[src/rtl/fpu_status_defs.vh]
// Purpose: Constants for the floating point status-word logic
// Assumes: Included by rtl/fpu_status_condition_logic.v and by the testbench
// Notes:   Bit positions refer to the 16-bit status word
`ifndef FPU_STATUS_DEFS_VH
`define FPU_STATUS_DEFS_VH

// Status word field positions
`define SW_FLAGS_LSB   0
`define SW_FLAGS_MSB   5
`define SW_STACK_BIT   6
`define SW_ES_BIT      7
`define SW_C0_BIT      8
`define SW_C1_BIT      9
`define SW_C2_BIT      10
`define SW_TOP_LSB     11
`define SW_TOP_MSB     13
`define SW_C3_BIT      14
`define SW_BUSY_BIT    15

// Exception flag indices within bits 0-5
`define EXC_INVALID    0
`define EXC_PRECISION  5
`define EXC_COUNT      6

// Reset values
`define SW_RESET_FLAGS 6'h00
`define SW_RESET_CC    4'h0
`define SW_RESET_TOP   3'h0
`define CW_RESET_MASK  6'h3f

// Operation kinds on i_op_kind
`define OP_NONE        4'h0
`define OP_REMAINDER   4'h1
`define OP_TRIG        4'h2
`define OP_COMPARE     4'h3
`define OP_CLASSIFY    4'h4
`define OP_ARITH       4'h5
`define OP_ENV_LOAD    4'h6
`define OP_CLEAR_EXC   4'h7
`define OP_CC_UNDEF    4'h8

// Comparison result codes on i_cmp_result
`define CMP_GREATER    2'h0
`define CMP_LESS       2'h1
`define CMP_EQUAL      2'h2
`define CMP_UNORDERED  2'h3

// Classification codes on i_class, already in C3,C2,C0 order
`define CLS_UNSUPPORTED 3'h0
`define CLS_NAN         3'h1
`define CLS_NORMAL      3'h2
`define CLS_INFINITY    3'h3
`define CLS_ZERO        3'h4
`define CLS_EMPTY       3'h5
`define CLS_DENORMAL    3'h6

`endif
[src/rtl/fpu_status_condition_logic.v]
// Purpose: Status word, condition codes, exception flags and error
//          output of an embedded floating point unit
// Assumes: All inputs synchronous to i_ref_clk (40 MHz); the core
//          presents one completed operation per i_op_valid pulse
// Notes:   Error summary, busy copy and error pin are combinational
//          from the flag and mask flops so they never go stale

`include "fpu_status_defs.vh"

// Overview of operation
// - An incomplete partial-remainder step sets cond_bit_2 to one, the partial remainder staying on the stack.
// - A trig operation with a too-large stack-top operand sets the reduction bit and leaves the operand unchanged.
// - While the precision flag is set, cond_bit_1 records whether the last rounding went upward.
// - A complete reduction clears cond_bit_2 and puts quotient bits 2,1,0 into cond_bit_0, cond_bit_3, cond_bit_1.
// - Compare writes C3,C2,C0 as 000 greater, 001 less, 100 equal and 111 unordered.
// - Classify writes class code into C3,C2,C0 and the sign into cond_bit_1.
// - Status bit 7 is set exactly when some flag in bits 0-5 is set with its mask clear.
// - The active-low error output is asserted whenever the error summary is set.
// - Status bit 6 marks stack overflow or underflow, with bit 9 one for overflow and zero for underflow.
// - Each exception detected during any operation but an environment load sets its matching flag in bits 0-5.
// - Each flag has its own mask bit, and a masked flag never raises an error.
// - With an error pending, the next float or wait issue raises vector 16 or an external report per the enable.
// - An exception captures the faulting instruction address and its operand address.
// - On environment load, bits 7 and 15 are recomputed from flags and masks, not loaded.
// - If that recomputed summary is set, the error output asserts at once.
module fpu_status_condition_logic (
    input  wire        i_ref_clk,
    input  wire        i_srst,
    input  wire        i_op_valid,
    input  wire [3:0]  i_op_kind,
    input  wire        i_rem_complete,
    input  wire [2:0]  i_quotient,
    input  wire        i_trig_too_large,
    input  wire        i_round_up,
    input  wire [1:0]  i_cmp_result,
    input  wire [2:0]  i_class,
    input  wire        i_class_sign,
    input  wire [5:0]  i_exc_detect,
    input  wire        i_stack_fault,
    input  wire        i_stack_overflow,
    input  wire [31:0] i_op_addr,
    input  wire [31:0] i_operand_addr,
    input  wire        i_operand_valid,
    input  wire [15:0] i_env_status,
    input  wire        i_mask_load,
    input  wire [5:0]  i_mask_value,
    input  wire [2:0]  i_stack_top,
    input  wire        i_numeric_error_enable,
    input  wire        i_fp_issue,
    output wire [15:0] o_fpu_status,
    output wire [5:0]  o_exc_mask,
    output wire        o_error_summary,
    output wire        o_float_error_out_n,
    output reg         o_error_trap,
    output reg         o_ext_error_report,
    output reg  [31:0] o_instr_ptr,
    output reg  [31:0] o_data_ptr
);

    // Architectural state
    reg  [5:0] flags_q;
    wire [5:0] flags_d;
    reg  [5:0] mask_q;
    reg        stack_fault_flag_q;
    reg        stack_fault_flag_d;
    reg  [3:0] cc_q;
    reg  [3:0] cc_d;
    reg  [2:0] top_q;
    reg  [2:0] top_d;

    // Decoded helpers
    wire       op_any_exc;
    wire [5:0] new_flags;
    wire       error_summary;
    wire       env_load_op;
    wire       clear_exceptions_op;

    // Summary decode, used only for the live summary from the flops
    function summary_of;
        input [5:0] flags;
        input [5:0] masks;
        begin
            summary_of = |(flags & ~masks);
        end
    endfunction

    // Operation decode, shared by the flag and stack paths
    function op_is;
        input       valid;
        input [3:0] kind;
        input [3:0] want;
        begin
            op_is = valid && (kind == want);
        end
    endfunction

    // Strobes of the two operations that rewrite whole groups of bits
    assign env_load_op         = op_is(i_op_valid, i_op_kind, `OP_ENV_LOAD);
    assign clear_exceptions_op = op_is(i_op_valid, i_op_kind, `OP_CLEAR_EXC);

    // Exceptions reported by the current operation
    assign new_flags  = i_op_valid ? i_exc_detect : 6'h00;
    assign op_any_exc = |new_flags;

    // Flag precedence, highest first:
    //   1. Environment load replaces the whole group from the memory image
    //   2. A detected exception sets its flag
    //   3. A clear-exceptions operation wipes the flag
    //   4. Otherwise the flag holds its value
    // Detection wins over a clear in the same operation so that an event
    // arriving together with a clear is never lost; the flags are sticky
    // and only software clears them.

    // Per-flag next value: env load replaces, detect sets, clear op wipes
    genvar gi;
    generate
        for (gi = 0; gi < `EXC_COUNT; gi = gi + 1) begin : g_flag
            assign flags_d[gi] = env_load_op         ? i_env_status[`SW_FLAGS_LSB + gi] :
                                 new_flags[gi]       ? 1'b1 :
                                 clear_exceptions_op ? 1'b0 :
                                 flags_q[gi];
        end
    endgenerate

    // Stack flag follows the same load, set and clear order
    always @* begin
        if (env_load_op) begin
            stack_fault_flag_d = i_env_status[`SW_STACK_BIT];
        end else if (i_op_valid && i_stack_fault) begin
            stack_fault_flag_d = 1'b1;
        end else if (clear_exceptions_op) begin
            stack_fault_flag_d = 1'b0;
        end else begin
            stack_fault_flag_d = stack_fault_flag_q;
        end
    end

    // Condition code writers, by operation kind:
    //   remainder  - reduction bit, and quotient bits when complete
    //   trig       - reduction bit, roundup only when the operand fitted
    //   compare    - three-bit order code, roundup bit untouched
    //   classify   - three-bit class code plus the operand sign
    //   arith      - roundup bit only
    //   env load   - every bit and the stack top taken from the image
    //   others     - bits kept; software must not rely on them
    // A stack fault on any operation but a load then overrides the
    // roundup bit with the overflow direction, last writer wins.
    // The stack top follows the core on every non-load operation.

    // Condition code encoding per operation kind, stored as {C3,C2,C1,C0}
    always @* begin
        cc_d  = cc_q;
        top_d = top_q;
        if (i_op_valid) begin
            case (i_op_kind)
                `OP_REMAINDER: begin
                    if (!i_rem_complete) begin
                        cc_d[2] = 1'b1;
                    end else begin
                        cc_d[2] = 1'b0;
                        cc_d[0] = i_quotient[2];
                        cc_d[3] = i_quotient[1];
                        cc_d[1] = i_quotient[0];
                    end
                end
                `OP_TRIG: begin
                    cc_d[2] = i_trig_too_large;
                    if (!i_trig_too_large) begin
                        cc_d[1] = flags_d[`EXC_PRECISION] & i_round_up;
                    end
                end
                `OP_COMPARE: begin
                    case (i_cmp_result)
                        `CMP_GREATER: {cc_d[3], cc_d[2], cc_d[0]} = 3'h0;
                        `CMP_LESS:    {cc_d[3], cc_d[2], cc_d[0]} = 3'h1;
                        `CMP_EQUAL:   {cc_d[3], cc_d[2], cc_d[0]} = 3'h4;
                        default:      {cc_d[3], cc_d[2], cc_d[0]} = 3'h7;
                    endcase
                end
                `OP_CLASSIFY: begin
                    {cc_d[3], cc_d[2], cc_d[0]} = i_class;
                    cc_d[1] = i_class_sign;
                end
                `OP_ARITH: begin
                    cc_d[1] = flags_d[`EXC_PRECISION] & i_round_up;
                end
                `OP_ENV_LOAD: begin
                    cc_d  = {i_env_status[`SW_C3_BIT], i_env_status[`SW_C2_BIT],
                             i_env_status[`SW_C1_BIT], i_env_status[`SW_C0_BIT]};
                    top_d = i_env_status[`SW_TOP_MSB:`SW_TOP_LSB];
                end
                default: begin
                    // Undefined-code operations keep the old bits
                    cc_d = cc_q;
                end
            endcase
            // Stack fault overrides C1 with the overflow direction
            if (i_stack_fault && i_op_kind != `OP_ENV_LOAD) begin
                cc_d[1] = i_stack_overflow;
            end
            if (i_op_kind != `OP_ENV_LOAD) begin
                top_d = i_stack_top;
            end
        end
    end

    // Reset state: no flags, no stack fault, codes and top cleared, all
    // exceptions masked, so the error pin rests high and no report can
    // be raised until software unmasks something.
    // Reset is synchronous; the first operation may be given in any
    // cycle in which reset is low.

    // State registers
    always @(posedge i_ref_clk) begin
        if (i_srst) begin
            flags_q            <= `SW_RESET_FLAGS;
            stack_fault_flag_q <= 1'b0;
            cc_q               <= `SW_RESET_CC;
            top_q              <= `SW_RESET_TOP;
        end else begin
            flags_q            <= flags_d;
            stack_fault_flag_q <= stack_fault_flag_d;
            cc_q               <= cc_d;
            top_q              <= top_d;
        end
    end

    // Exception masks from the control word
    always @(posedge i_ref_clk) begin
        if (i_srst) begin
            mask_q <= `CW_RESET_MASK;
        end else if (i_mask_load) begin
            mask_q <= i_mask_value;
        end
    end

    // Summary hazard: a stored summary bit could disagree with the flags
    // after a load or a mask change. Deriving it from the flag and mask
    // flops means a load that leaves an unmasked flag set drives the
    // error pin low in the very next cycle, with no instruction needed.

    // Live summary: recomputed from flops, never loaded from memory
    assign error_summary       = summary_of(flags_q, mask_q);
    assign o_error_summary     = error_summary;
    assign o_float_error_out_n = ~error_summary;
    assign o_exc_mask          = mask_q;

    // Status word layout:
    //   15     busy copy of the summary
    //   14     cond_bit_3
    //   13:11  stack top pointer
    //   10     cond_bit_2
    //   9      cond_bit_1
    //   8      cond_bit_0
    //   7      error summary
    //   6      stack fault flag
    //   5:0    exception flags, bit 0 invalid operation, bit 5 precision

    // Assembled status word; bit 15 mirrors the summary
    assign o_fpu_status = {error_summary, cc_q[3], top_q, cc_q[2], cc_q[1], cc_q[0],
                           error_summary, stack_fault_flag_q, flags_q};

    // Reports are one-cycle pulses, one per issue seen while an error is
    // pending; the enable picks the trap or the external report, never
    // both. The core keeps issuing until software resolves the error.

    // Pending error is reported on the next float or wait issue
    always @(posedge i_ref_clk) begin
        if (i_srst) begin
            o_error_trap       <= 1'b0;
            o_ext_error_report <= 1'b0;
        end else begin
            o_error_trap       <= i_fp_issue & error_summary & i_numeric_error_enable;
            o_ext_error_report <= i_fp_issue & error_summary & ~i_numeric_error_enable;
        end
    end

    // Pointers only move on an exception, so a handler always sees the
    // faulting operation even after later clean operations. An operation
    // without a memory operand leaves a zero data pointer.

    // Capture the faulting instruction and operand addresses
    always @(posedge i_ref_clk) begin
        if (i_srst) begin
            o_instr_ptr <= 32'h0000_0000;
            o_data_ptr  <= 32'h0000_0000;
        end else if (op_any_exc || (i_op_valid && i_stack_fault)) begin
            o_instr_ptr <= i_op_addr;
            o_data_ptr  <= i_operand_valid ? i_operand_addr : 32'h0000_0000;
        end
    end

endmodule

[config.mk]
export PLATFORM = sky130hd
export DESIGN_NAME = fpu_status_condition_logic
export DESIGN_NICKNAME = d
export VERILOG_FILES = /design/src/rtl/fpu_status_condition_logic.v
export VERILOG_INCLUDE_DIRS = /design/src /design/src/rtl
export SDC_FILE = /design/constraint.sdc
export NUM_CORES = 1
export LEC_CHECK = 0
export BUFFER_PORTS_ARGS = -buffer_cell sky130_fd_sc_hd__clkbuf_2
export CELL_PAD_IN_SITES_DETAIL_PLACEMENT = 0
export CELL_PAD_IN_SITES_GLOBAL_PLACEMENT = 2
export CORE_ASPECT_RATIO = 0.75
export CORE_MARGIN = 2
export CORE_UTILIZATION = 23
export DETAILED_ROUTE_END_ITERATION = 8
export GPL_TIMING_DRIVEN = 1
export HOLD_SLACK_MARGIN = 0.15
export PLACE_DENSITY_LB_ADDON = 0.2
export SYNTH_ARGS = -nofsm -noshare
export SYNTH_HDL_FRONTEND = slang
export SYNTH_SLANG_ARGS = --single-unit
export TNS_END_PERCENT = 10
[constraint.sdc]
create_clock -name i_ref_clk -period 3.15 [get_ports i_ref_clk]
set_clock_uncertainty 0.1 [all_clocks]
set_input_delay 0.7875 -clock i_ref_clk [delete_from_list [all_inputs] [get_ports i_ref_clk]]
set_output_delay 0.7875 -clock i_ref_clk [all_outputs]
set_load 0.01 [all_outputs]
==> results of run 1 <==
==> cell type report <==
class                   instances  area [sq um]
fillers                      1698         10640
flip-flops and latches         86          1722
multi-input cells             312          1719
repair buffers                217          1139
well taps                     210         262.8
clock buffers                  11         232.7
clock inverters                 5         106.4
inverters                      13         48.80
==> state kept, by name, indices dropped and copies added (netlist names) <==
name,flops
o_data_ptr,32
o_instr_ptr,32
flags_q,6
o_exc_mask,6
cc_q,4
top_q,3
o_error_trap,1
o_ext_error_report,1
stack_fault_flag_q,1
==> layer usage <==
metal / track usage [%] / up-vias
li1: - / 1929
met1: 17.89 / 1719
met2: 22.39 / 123
met3: 6.440 / 10
met4: 3.774 / 0
met5: 0 / -
==> cell usage after synthesis, drive strengths merged <==
library cell / n
nand2: 104
dfxtp: 86
a21oi: 81
nand3: 35
buf: 21
clkbuf: 18
inv: 13
nor2: 13
nor2b: 11
a32oi: 7
mux2i: 7
o21ai: 7
a211o: 6
nor3: 6
mux2: 5
a211oi: 4
o22ai: 4
nor3b: 3
nor4bb: 3
o221ai: 2
a311oi: 1
a31o: 1
a31oi: 1
a41oi: 1
and3b: 1
nand2b: 1
nor4: 1
nor4b: 1
o21a: 1
o21bai: 1
o311ai: 1
o41a: 1
o41ai: 1
or4: 1
==> cells by family (layout without fill, tap and decap cells) <==
logic type / after synthesis / in the layout / synth area share, %
compound gates: 120 / 120 / 21.09
flops: 86 / 86 / 46.58
simple gates: 180 / 180 / 21.84
mux: 12 / 12 / 3.419
buf+inv: 52 / 246 / 7.075
==> worst reg2reg max path, stage by stage (launching register included) <==
cell      delay, ns
dfxtp_1        0.33
nor3_1         0.26
nor3_1         0.10
o311ai_0       0.30
a21oi_1        0.11
==> per-stage QoR <==
step	setup slack, ns	std cells	area, sq um	power, mW	util [%]
6_report	0.7241	854	5230	2.786	32.97
3_3_place_gp	0.5245	838	4891	1.590	30.83
5_1_grt	0.5393	854	5230	2.933	32.97
4_1_cts	0.6593	854	5230	2.847	32.97
3_5_place_dp	0.5217	838	4891	1.596	30.83
2_1_floorplan	0.7080	450	3696	1.411	-
==> how the worst max path moves through the flow <==
stage	cells past startpoint	slack, ns	to
3_3_place_gp	6	0.52	o_instr_ptr[13]
2_1_floorplan	7	0.71	o_data_ptr[31]
4_1_cts	5	0.66	o_fpu_status[7]
3_5_place_dp	6	0.52	o_instr_ptr[5]
6_report	5	0.72	o_fpu_status[7]
5_1_grt	5	0.54	o_error_summary
==> power groups by stage <==
stage                     clock network, mW  logic, mW  registers [mW]
final                                  1.22      0.392            1.17
after global routing                   1.31      0.439            1.18
after CTS                              1.27      0.399            1.17
after detailed placement                  0      0.398            1.20
after global placement                    0      0.394            1.20
after floorplan                           0      0.189            1.22
==> flow_metrics.tcl, run 1 <==
set metrics [dict create \
    status "complete, no violations" \
    reg2regPathDepth 4 \
    hold_class "reg2reg" \
    cap_violations 0 \
    whs_ns 0.3501 \
    yosysTopAreaCell "dfxtp_1" \
    cts_sinks 86 \
    die_w_microns 150.4 \
    yosysTopAreaCellShare_pct 46.58 \
    finalNetCount 759 \
    core-area_sq_mm 0.01587 \
    holdPathStages 2 \
    top_layer_used "met4" \
    ys_warn_count 0 \
    wirelength_met1_microns 5548 \
    r2r_start "flags_q[5]" \
    cp_common_cell "inv_1" \
    period_needed_ns 2.426 \
    io_buffers 207 \
    rsz0062_at_grt "no" \
    cts_post_setup_buffers_inserted 0 \
    period_share_pct 77.01 \
    cts_resized 0 \
    overflow 0 \
    vias 3781 \
    route.detailed.drc 0 \
    slew_violations 0 \
    drive_gt1_share_pct 39.75 \
    critPathLaunchType "register" \
    ys_ff_latch 86 \
    globalplace.congestion 0.7659 \
    path_clk_slew_ns 0.06 \
    critPathKind "reg2out" \
    p_leak_nw 2.355 \
    diodes 0 \
    crit_family "simple AND/OR/NAND/NOR gates" \
    wl_per_cell_microns 14.20 \
    yosysUniqueCellTypes 38 \
    switchingPower_mw 0.6923 \
    grt_max_degree 65 \
    syn_to_final_growth_pct 41.50 \
    path_buf_inv 3 \
    tightest_slew_ns 0.6704 \
    crit_fanout 4 \
    viasPerCell 4.427 \
    wl_microns 12130 \
    switching_share_pct 24.85 \
    fp.dieH_microns 113.8 \
    ioPinCount 210 \
    crit_arrival_ns 1.54 \
    hold_viol 0 \
    synthCells 450 \
    max_stage_delay_ns 0.42 \
    final_cell_mix "clkbuf_2 (206), nand2_1 (104), dfxtp_1 (86)" \
    synth_nets 570 \
    met3WireLength_microns 1184 \
    crit_path_end_kind "output pin" \
    grt_pass1_wl_microns 19080 \
    rows 40 \
    wl_met2_microns 5267 \
    synth_area_leaders "dfxtp_1 (47%), nand2_1 (11%), a21oi_1 (8.9%)" \
    hold_end "o_data_ptr[5]" \
    worst_r2r_endpoint "cc_q[1]" \
    start_util_pct 23.30 \
    netlist_area_sq_mm 0.003696 \
    crit_chain "inv_1 > o22ai_1 > nor3_1 > inv_1 > clkbuf_2" \
    antenna_found_initial 0 \
    power.density_mw_per_mm2 532.6 \
    seqPwrFrac_pct 42.1 \
    power_frac_clock_pct 43.8 \
    required_ns 2.26 \
    ant_nets 0 \
    clockBufferDepth 2 \
    dieArea_sq_mm 0.01711 \
    critPathSlowestCell "nor3_1" \
    internal-power_mw 2.093 \
    ys_seq_area_share_pct 46.58 \
    setup_viol 0 \
    dp_hpwl_microns 8717 \
    clockRootBuffer "clkbuf_16" \
    drtPass1Iterations 4 \
    r2r_slack_ns 1.81 \
    slew_headroom_pct 55.31 \
    clock_latency_ns 0.33 \
    cts_hold_buf 0 \
    grt_pass1_vias 3746 \
    mostFrequentLayoutCell "clkbuf_2" \
    syn_avg_cell_area_sq_um 8.213 \
    drt_iter0_markers 150 \
    max_freq_mhz 412.2 \
    worstHoldStart "o_data_ptr[5]" \
    comb_power_share_pct 14.1 \
    htreeDepth 3 \
    cts_tree "yes" \
    final.setup.tns_ns 0 \
    peakVddDrop_uv 242.6 \
    grt_use_total_pct 14.31 \
    startpoint "flags_q[5]" \
    numCtsBuffers 9 \
]
No activity file was read; power rests on OpenSTA's default activity.
==> run 2: changes to the inputs <==
CORE_UTILIZATION = 21   (was 23)
clock period = 2.1 ns   (was 3.15 ns; I/O delays follow)
==> run 2 against run 1 <==
Routed wire length increased by 4.9%. Core utilization decreased by 1.3 points. Sequential share of layout area decreased by 0.91 points. Combinational power increased by 60%. First-iteration DRC count increased by 11%. Cell count increased by 4.7%. Global-route usage decreased by 0.61 points. Die area increased by 9.2%. Sequential cell count unchanged. Register-to-register slack got worse by 1.1 ns. Highest routed layer unchanged. Clock-buffer cell count increased by 1. Critical path type unchanged.
==> flow_metrics.tcl, run 2 (synthesis gave the netlist of run 1 again) <==
set metrics [dict create \
    status "complete, no violations" \
    hold_class "in2reg" \
    max_freq_mhz 506.3 \
    cts_hold_buf 0 \
    vias 3860 \
    reg_top3 "o_data_ptr: 32 flops, o_instr_ptr: 32 flops" \
    slew_violations 0 \
    ant_nets 0 \
    htreeDepth 3 \
    grt_max_degree 50 \
    drtPass1Iterations 4 \
    dieArea_sq_mm 0.01869 \
    path_clk_slew_ns 0.06 \
    die_w_microns 157.2 \
    antenna_found_initial 0 \
    tightest_slew_ns 0.4331 \
    fp.dieH_microns 118.9 \
    setup_viol 0 \
    placed_area_sq_mm 0.005079 \
    fillers 1887 \
    route.detailed.drc 0 \
    cts_tree "yes" \
    crit_chain "inv_1 > o22ai_1 > nor3_1 > buf_4 > inv_1 > clkbuf_2" \
    p_leak_nw 2.434 \
    grt_pass1_wl_microns 20060 \
    drt_iter0_markers 167 \
    p_total_mw 4.024 \
    hold_viol 0 \
    io_buffers 207 \
    rows 41 \
    wl_per_cell_microns 14.24 \
    final_cell_mix "clkbuf_2 (206), nand2_1 (104), dfxtp_1 (83)" \
    design_area_sq_mm 0.005390 \
    max_stage_delay_ns 0.35 \
    peakVddDrop_uv 313.7 \
    mostFrequentLayoutCell "clkbuf_2" \
    critPathSlowestCell "dfxtp_1" \
    critPathLaunchType "register" \
    start_util_pct 21.70 \
    core-area_sq_mm 0.01703 \
    setup_ws_ns 0.1248 \
    cp_common_cell "inv_1" \
    crit_arrival_ns 1.35 \
    critPathKind "reg2out" \
    grt_use_total_pct 13.70 \
    period_needed_ns 1.975 \
    wl_microns 12730 \
    numCtsBuffers 9 \
    power.density_mw_per_mm2 746.5 \
    required_ns 1.47 \
    grt_pass1_vias 3710 \
    slew_headroom_pct 71.03 \
    overflow 0 \
    drive_gt1_share_pct 41.64 \
    dp_hpwl_microns 9343 \
    syn_to_final_growth_pct 45.84 \
    crit_fanout 3 \
    period_share_pct 94.06 \
    diodes 0 \
    cts_sinks 86 \
    crit_path_end_kind "output pin" \
    viasPerCell 4.318 \
    finalNetCount 774 \
    clockRootBuffer "clkbuf_16" \
    ioPinCount 210 \
    rsz0062_at_grt "no" \
    clockBufferDepth 2 \
    place_ws_ns -0.2070 \
    clock_latency_ns 0.34 \
    globalplace.congestion 0.7766 \
    cap_violations 0 \
]
[run 2: through the flow]
| stage | TNS, ns | util [%] | hold slack (ns) | cells |
|---|---|---|---|---|
| after CTS | 0 | 31.58 | 0.2433 | 893 |
| after global placement | -10.59 | 29.82 | 0.3389 | 878 |
| after global routing | 0 | 31.65 | 0.2432 | 894 |
| after floorplan | -2.155 | - | 0.3761 | 450 |
| after detailed placement | -11.02 | 29.82 | 0.3454 | 878 |
| final | 0 | 31.65 | 0.2578 | 894 |
[run 2: where the power goes]
| part | leakage [nW] | switching, mW | internal [mW] |
|---|---|---|---|
| Clock | 0.149 | 0.650 | 0.981 |
| Sequential | 0.708 | 0.0464 | 1.72 |
| Combinational | 1.58 | 0.341 | 0.288 |
| Total | 2.43 | 1.04 | 2.99 |
[run 2: final cells by class]
type / instances / area (sq um) / area share (%)
clock buffer: 12 / 256.5 / 4.759
clock inverter: 3 / 43.79 / 0.8124
inverter: 13 / 48.80 / 0.9053
multi-input combinational: 312 / 1719 / 31.89
sequential: 86 / 1725 / 32.01
tap: 236 / 295.3 / 5.478
timing repair buffer: 232 / 1301 / 24.14
[run 2: critical path, delay by kind of cell, from the launching register on]
family	cells	cell delay (ns)
AOI/OAI and AO/OA	1	0.17
buffers and inverters	4	0.40
DFF	1	0.35
and+or+nand+nor	1	0.08
[run 2: timing repair]
item	4_1_cts	5_1_grt
gates resized for setup	0	3
endpoints found under the setup margin	0	3
setup buffers	0	1
[run 2: worst paths after layout]
path         slack, ns                 end  cells after the start                   start
min               0.26  o_ext_error_report                      2  i_numeric_error_enable
min reg2reg       0.35      o_data_ptr[10]                      2          o_data_ptr[10]
max               0.12    o_fpu_status[15]                      6              flags_q[2]
max reg2reg       0.75        o_error_trap                      6              flags_q[2]
[run 2: routing by layer]
layer | track usage, % | wire length (microns) | part of all wire (%)
met1 | 18.38 | 5982 | 47
met2 | 19.41 | 5226 | 41
met3 | 6.732 | 1386 | 11
met4 | 3.580 | 134 | 1.1
met5 | 0 | 0 | 0
==> run 3: changes to the inputs <==
--- a/constraint.sdc
+++ b/constraint.sdc
@@ -4,2 +4,2 @@
 set_output_delay 0.525 -clock i_ref_clk [all_outputs]
-set_load 0.01 [all_outputs]
+set_load 0.05 [all_outputs]
==> run 3 against run 2 <==
The run now ends with setup timing left. Combinational power up 51%. Sequential cell count unchanged. Clock power up 6%. Sequential share of layout area down 0.10 points. Largest power group unchanged. Worst setup slack worse by 0.16 ns. Global-route usage up 0.13 points. Cell count down 0.22%. Non-clock buffer count down 2. Critical endpoint unchanged. Critical path depth down 1.
==> flow_metrics.tcl, run 3 (synthesis gave the netlist of run 1 again) <==
set metrics [dict create \
    status "complete, but fails checks" \
    violations "setup timing" \
    setup_viol 3 \
    rows 41 \
    switchingPower_mw 1.365 \
    grt_max_degree 46 \
    crit_path_end_kind "output pin" \
    clockRootBuffer "clkbuf_16" \
    route.detailed.drc 0 \
    mostFrequentLayoutCell "clkbuf_2" \
    peakVddDrop_uv 441.2 \
    max_freq_mhz 468.3 \
    fp.dieH_microns 118.9 \
    drtPass1Iterations 4 \
    critPathSlowestCell "dfxtp_4" \
    path_buf_inv 3 \
    crit_chain "inv_2 > o22ai_4 > nor3_4 > clkinvlp_4 > buf_8" \
    worst_r2r_endpoint "cc_q[1]" \
    power_frac_clock_pct 38.8 \
    placed_area_sq_mm 0.005129 \
    clockBufferDepth 2 \
    cts_sinks 86 \
    cts_tree "yes" \
    rsz0062_at_grt "yes" \
    wl_per_cell_microns 14.64 \
    globalplace.congestion 0.7858 \
    internal-power_mw 3.066 \
    required_ns 1.47 \
    io_buffers 207 \
    max_stage_delay_ns 0.35 \
    setup_ws_ns -0.03539 \
    hold_class "in2reg" \
    place_ws_ns -0.2065 \
    htreeDepth 3 \
    overflow 0 \
    start_util_pct 21.70 \
    cap_violations 0 \
    dieArea_sq_mm 0.01869 \
    slew_headroom_pct 58.55 \
    crit_family "buffers and inverters" \
    instances_no_fill 892 \
    ioPinCount 210 \
    hold_end "o_ext_error_report" \
    die_w_microns 157.2 \
    holdPathStages 2 \
    grt_use_total_pct 13.83 \
    period_needed_ns 2.135 \
    slew_violations 0 \
    antenna_found_initial 0 \
    fillers 1878 \
    power.density_mw_per_mm2 802.6 \
    seqPwrFrac_pct 39.8 \
    drive_gt1_share_pct 44.21 \
    vias 3857 \
    drt_iter0_markers 151 \
    clock_latency_ns 0.34 \
    period_share_pct 101.7 \
    ant_nets 0 \
    design_area_sq_mm 0.005522 \
    crit_arrival_ns 1.51 \
    critPathLaunchType "register" \
    grt_pass1_vias 3789 \
    critPathKind "reg2out" \
    reg_top3 "o_data_ptr: 32 flops, o_instr_ptr: 32 flops" \
    core-area_sq_mm 0.01703 \
    syn_to_final_growth_pct 49.39 \
    viasPerCell 4.324 \
    wl_microns 13060 \
    grt_pass1_wl_microns 20290 \
    r2r_slack_ns 0.70 \
    final_cell_mix "clkbuf_2 (202), nand2_1 (104), dfxtp_1 (74)" \
    switching_share_pct 30.81 \
    path_clk_slew_ns 0.06 \
    crit_fanout 3 \
    diodes 0 \
    dp_hpwl_microns 9506 \
    finalNetCount 772 \
    r2r_start "flags_q[5]" \
    tightest_slew_ns 0.6217 \
    p_leak_nw 2.442 \
    dp_cells 873 \
    reg2regPathDepth 4 \
    numCtsBuffers 9 \
    worstHoldStart "i_numeric_error_enable" \
    comb_power_share_pct 21.4 \
    final.setup.tns_ns -0.1036 \
    cp_num_cells 5 \
    hold_viol 0 \
]
run 3: cell count changes in the layout (fill, tap and decap cells not counted), sizes merged:
cell	before	now
buf	26	27
bufinv	1	2
clkbuf	218	213
clkinv	2	0
clkinvlp	0	2
inv	13	14
run 3: timing repair:
action                                  4_1_cts  5_1_grt
endpoints found under the setup margin        4        4
endpoints found under the hold margin         0        0
resized for setup                             4       15
hold buffers                                  0        0
setup buffers                                 1        3
pin swaps                                     1        2
run 3: power groups by stage:
stage	Combinational, mW	Sequential (mW)	Clock, mW
final	0.948	1.77	1.72
after global routing	1.02	1.78	1.85
after CTS	0.933	1.76	1.80
after detailed placement	0.922	1.80	0
after global placement	0.918	1.80	0
after floorplan	0.337	2.08	0
run 3: worst reg2reg max path, delay by kind of cell, from the launching register on:
kind | cells | cell delay (ns)
simple gates | 2 | 0.37
flops | 1 | 0.37
compound gates | 2 | 0.42
run 3: cell type report:
class / count / area [sq um] / area share (%)
multi-input combinational: 312 / 1764 / 31.95
sequential: 86 / 1762 / 31.91
timing repair buffer: 230 / 1331 / 24.11
tap: 236 / 295.3 / 5.348
clock buffer: 10 / 229.0 / 4.147
clock inverter: 5 / 82.58 / 1.496
inverter: 13 / 57.56 / 1.042
run 3: how the worst max path moves through the flow:
| stage | from | end | slack (ns) |
|---|---|---|---|
| global placement | i_exc_detect[2] | o_data_ptr[12] | -0.20 |
| detailed placement | i_exc_detect[2] | o_data_ptr[9] | -0.21 |
| global route | flags_q[1] | o_fpu_status[15] | -0.10 |
| finish | flags_q[1] | o_fpu_status[15] | -0.04 |
| CTS | flags_q[0] | o_error_summary | -0.07 |
| floorplan | o_exc_mask[1] | o_fpu_status[15] | -0.44 |
run 3: per-layer routing:
metal | share of wire (%) | track usage, % | wire, microns | vias to the layer above
li1 | - | - | - | 1954
met5 | 0 | 0 | 0 | -
met2 | 43 | 20.14 | 5576 | 133
met4 | 1.4 | 3.807 | 179 | 0
met3 | 8.9 | 5.895 | 1163 | 15
met1 | 47 | 18.59 | 6142 | 1755
run 3: stage by stage:
step,hold WS [ns],power (mW),utilization [%]
after CTS,0.2326,4.498,32.05
after global routing,0.2537,4.640,32.42
after detailed placement,0.3445,2.722,30.11
after floorplan,0.3839,2.417,-
after global placement,0.3395,2.713,30.11
final,0.2602,4.432,32.42
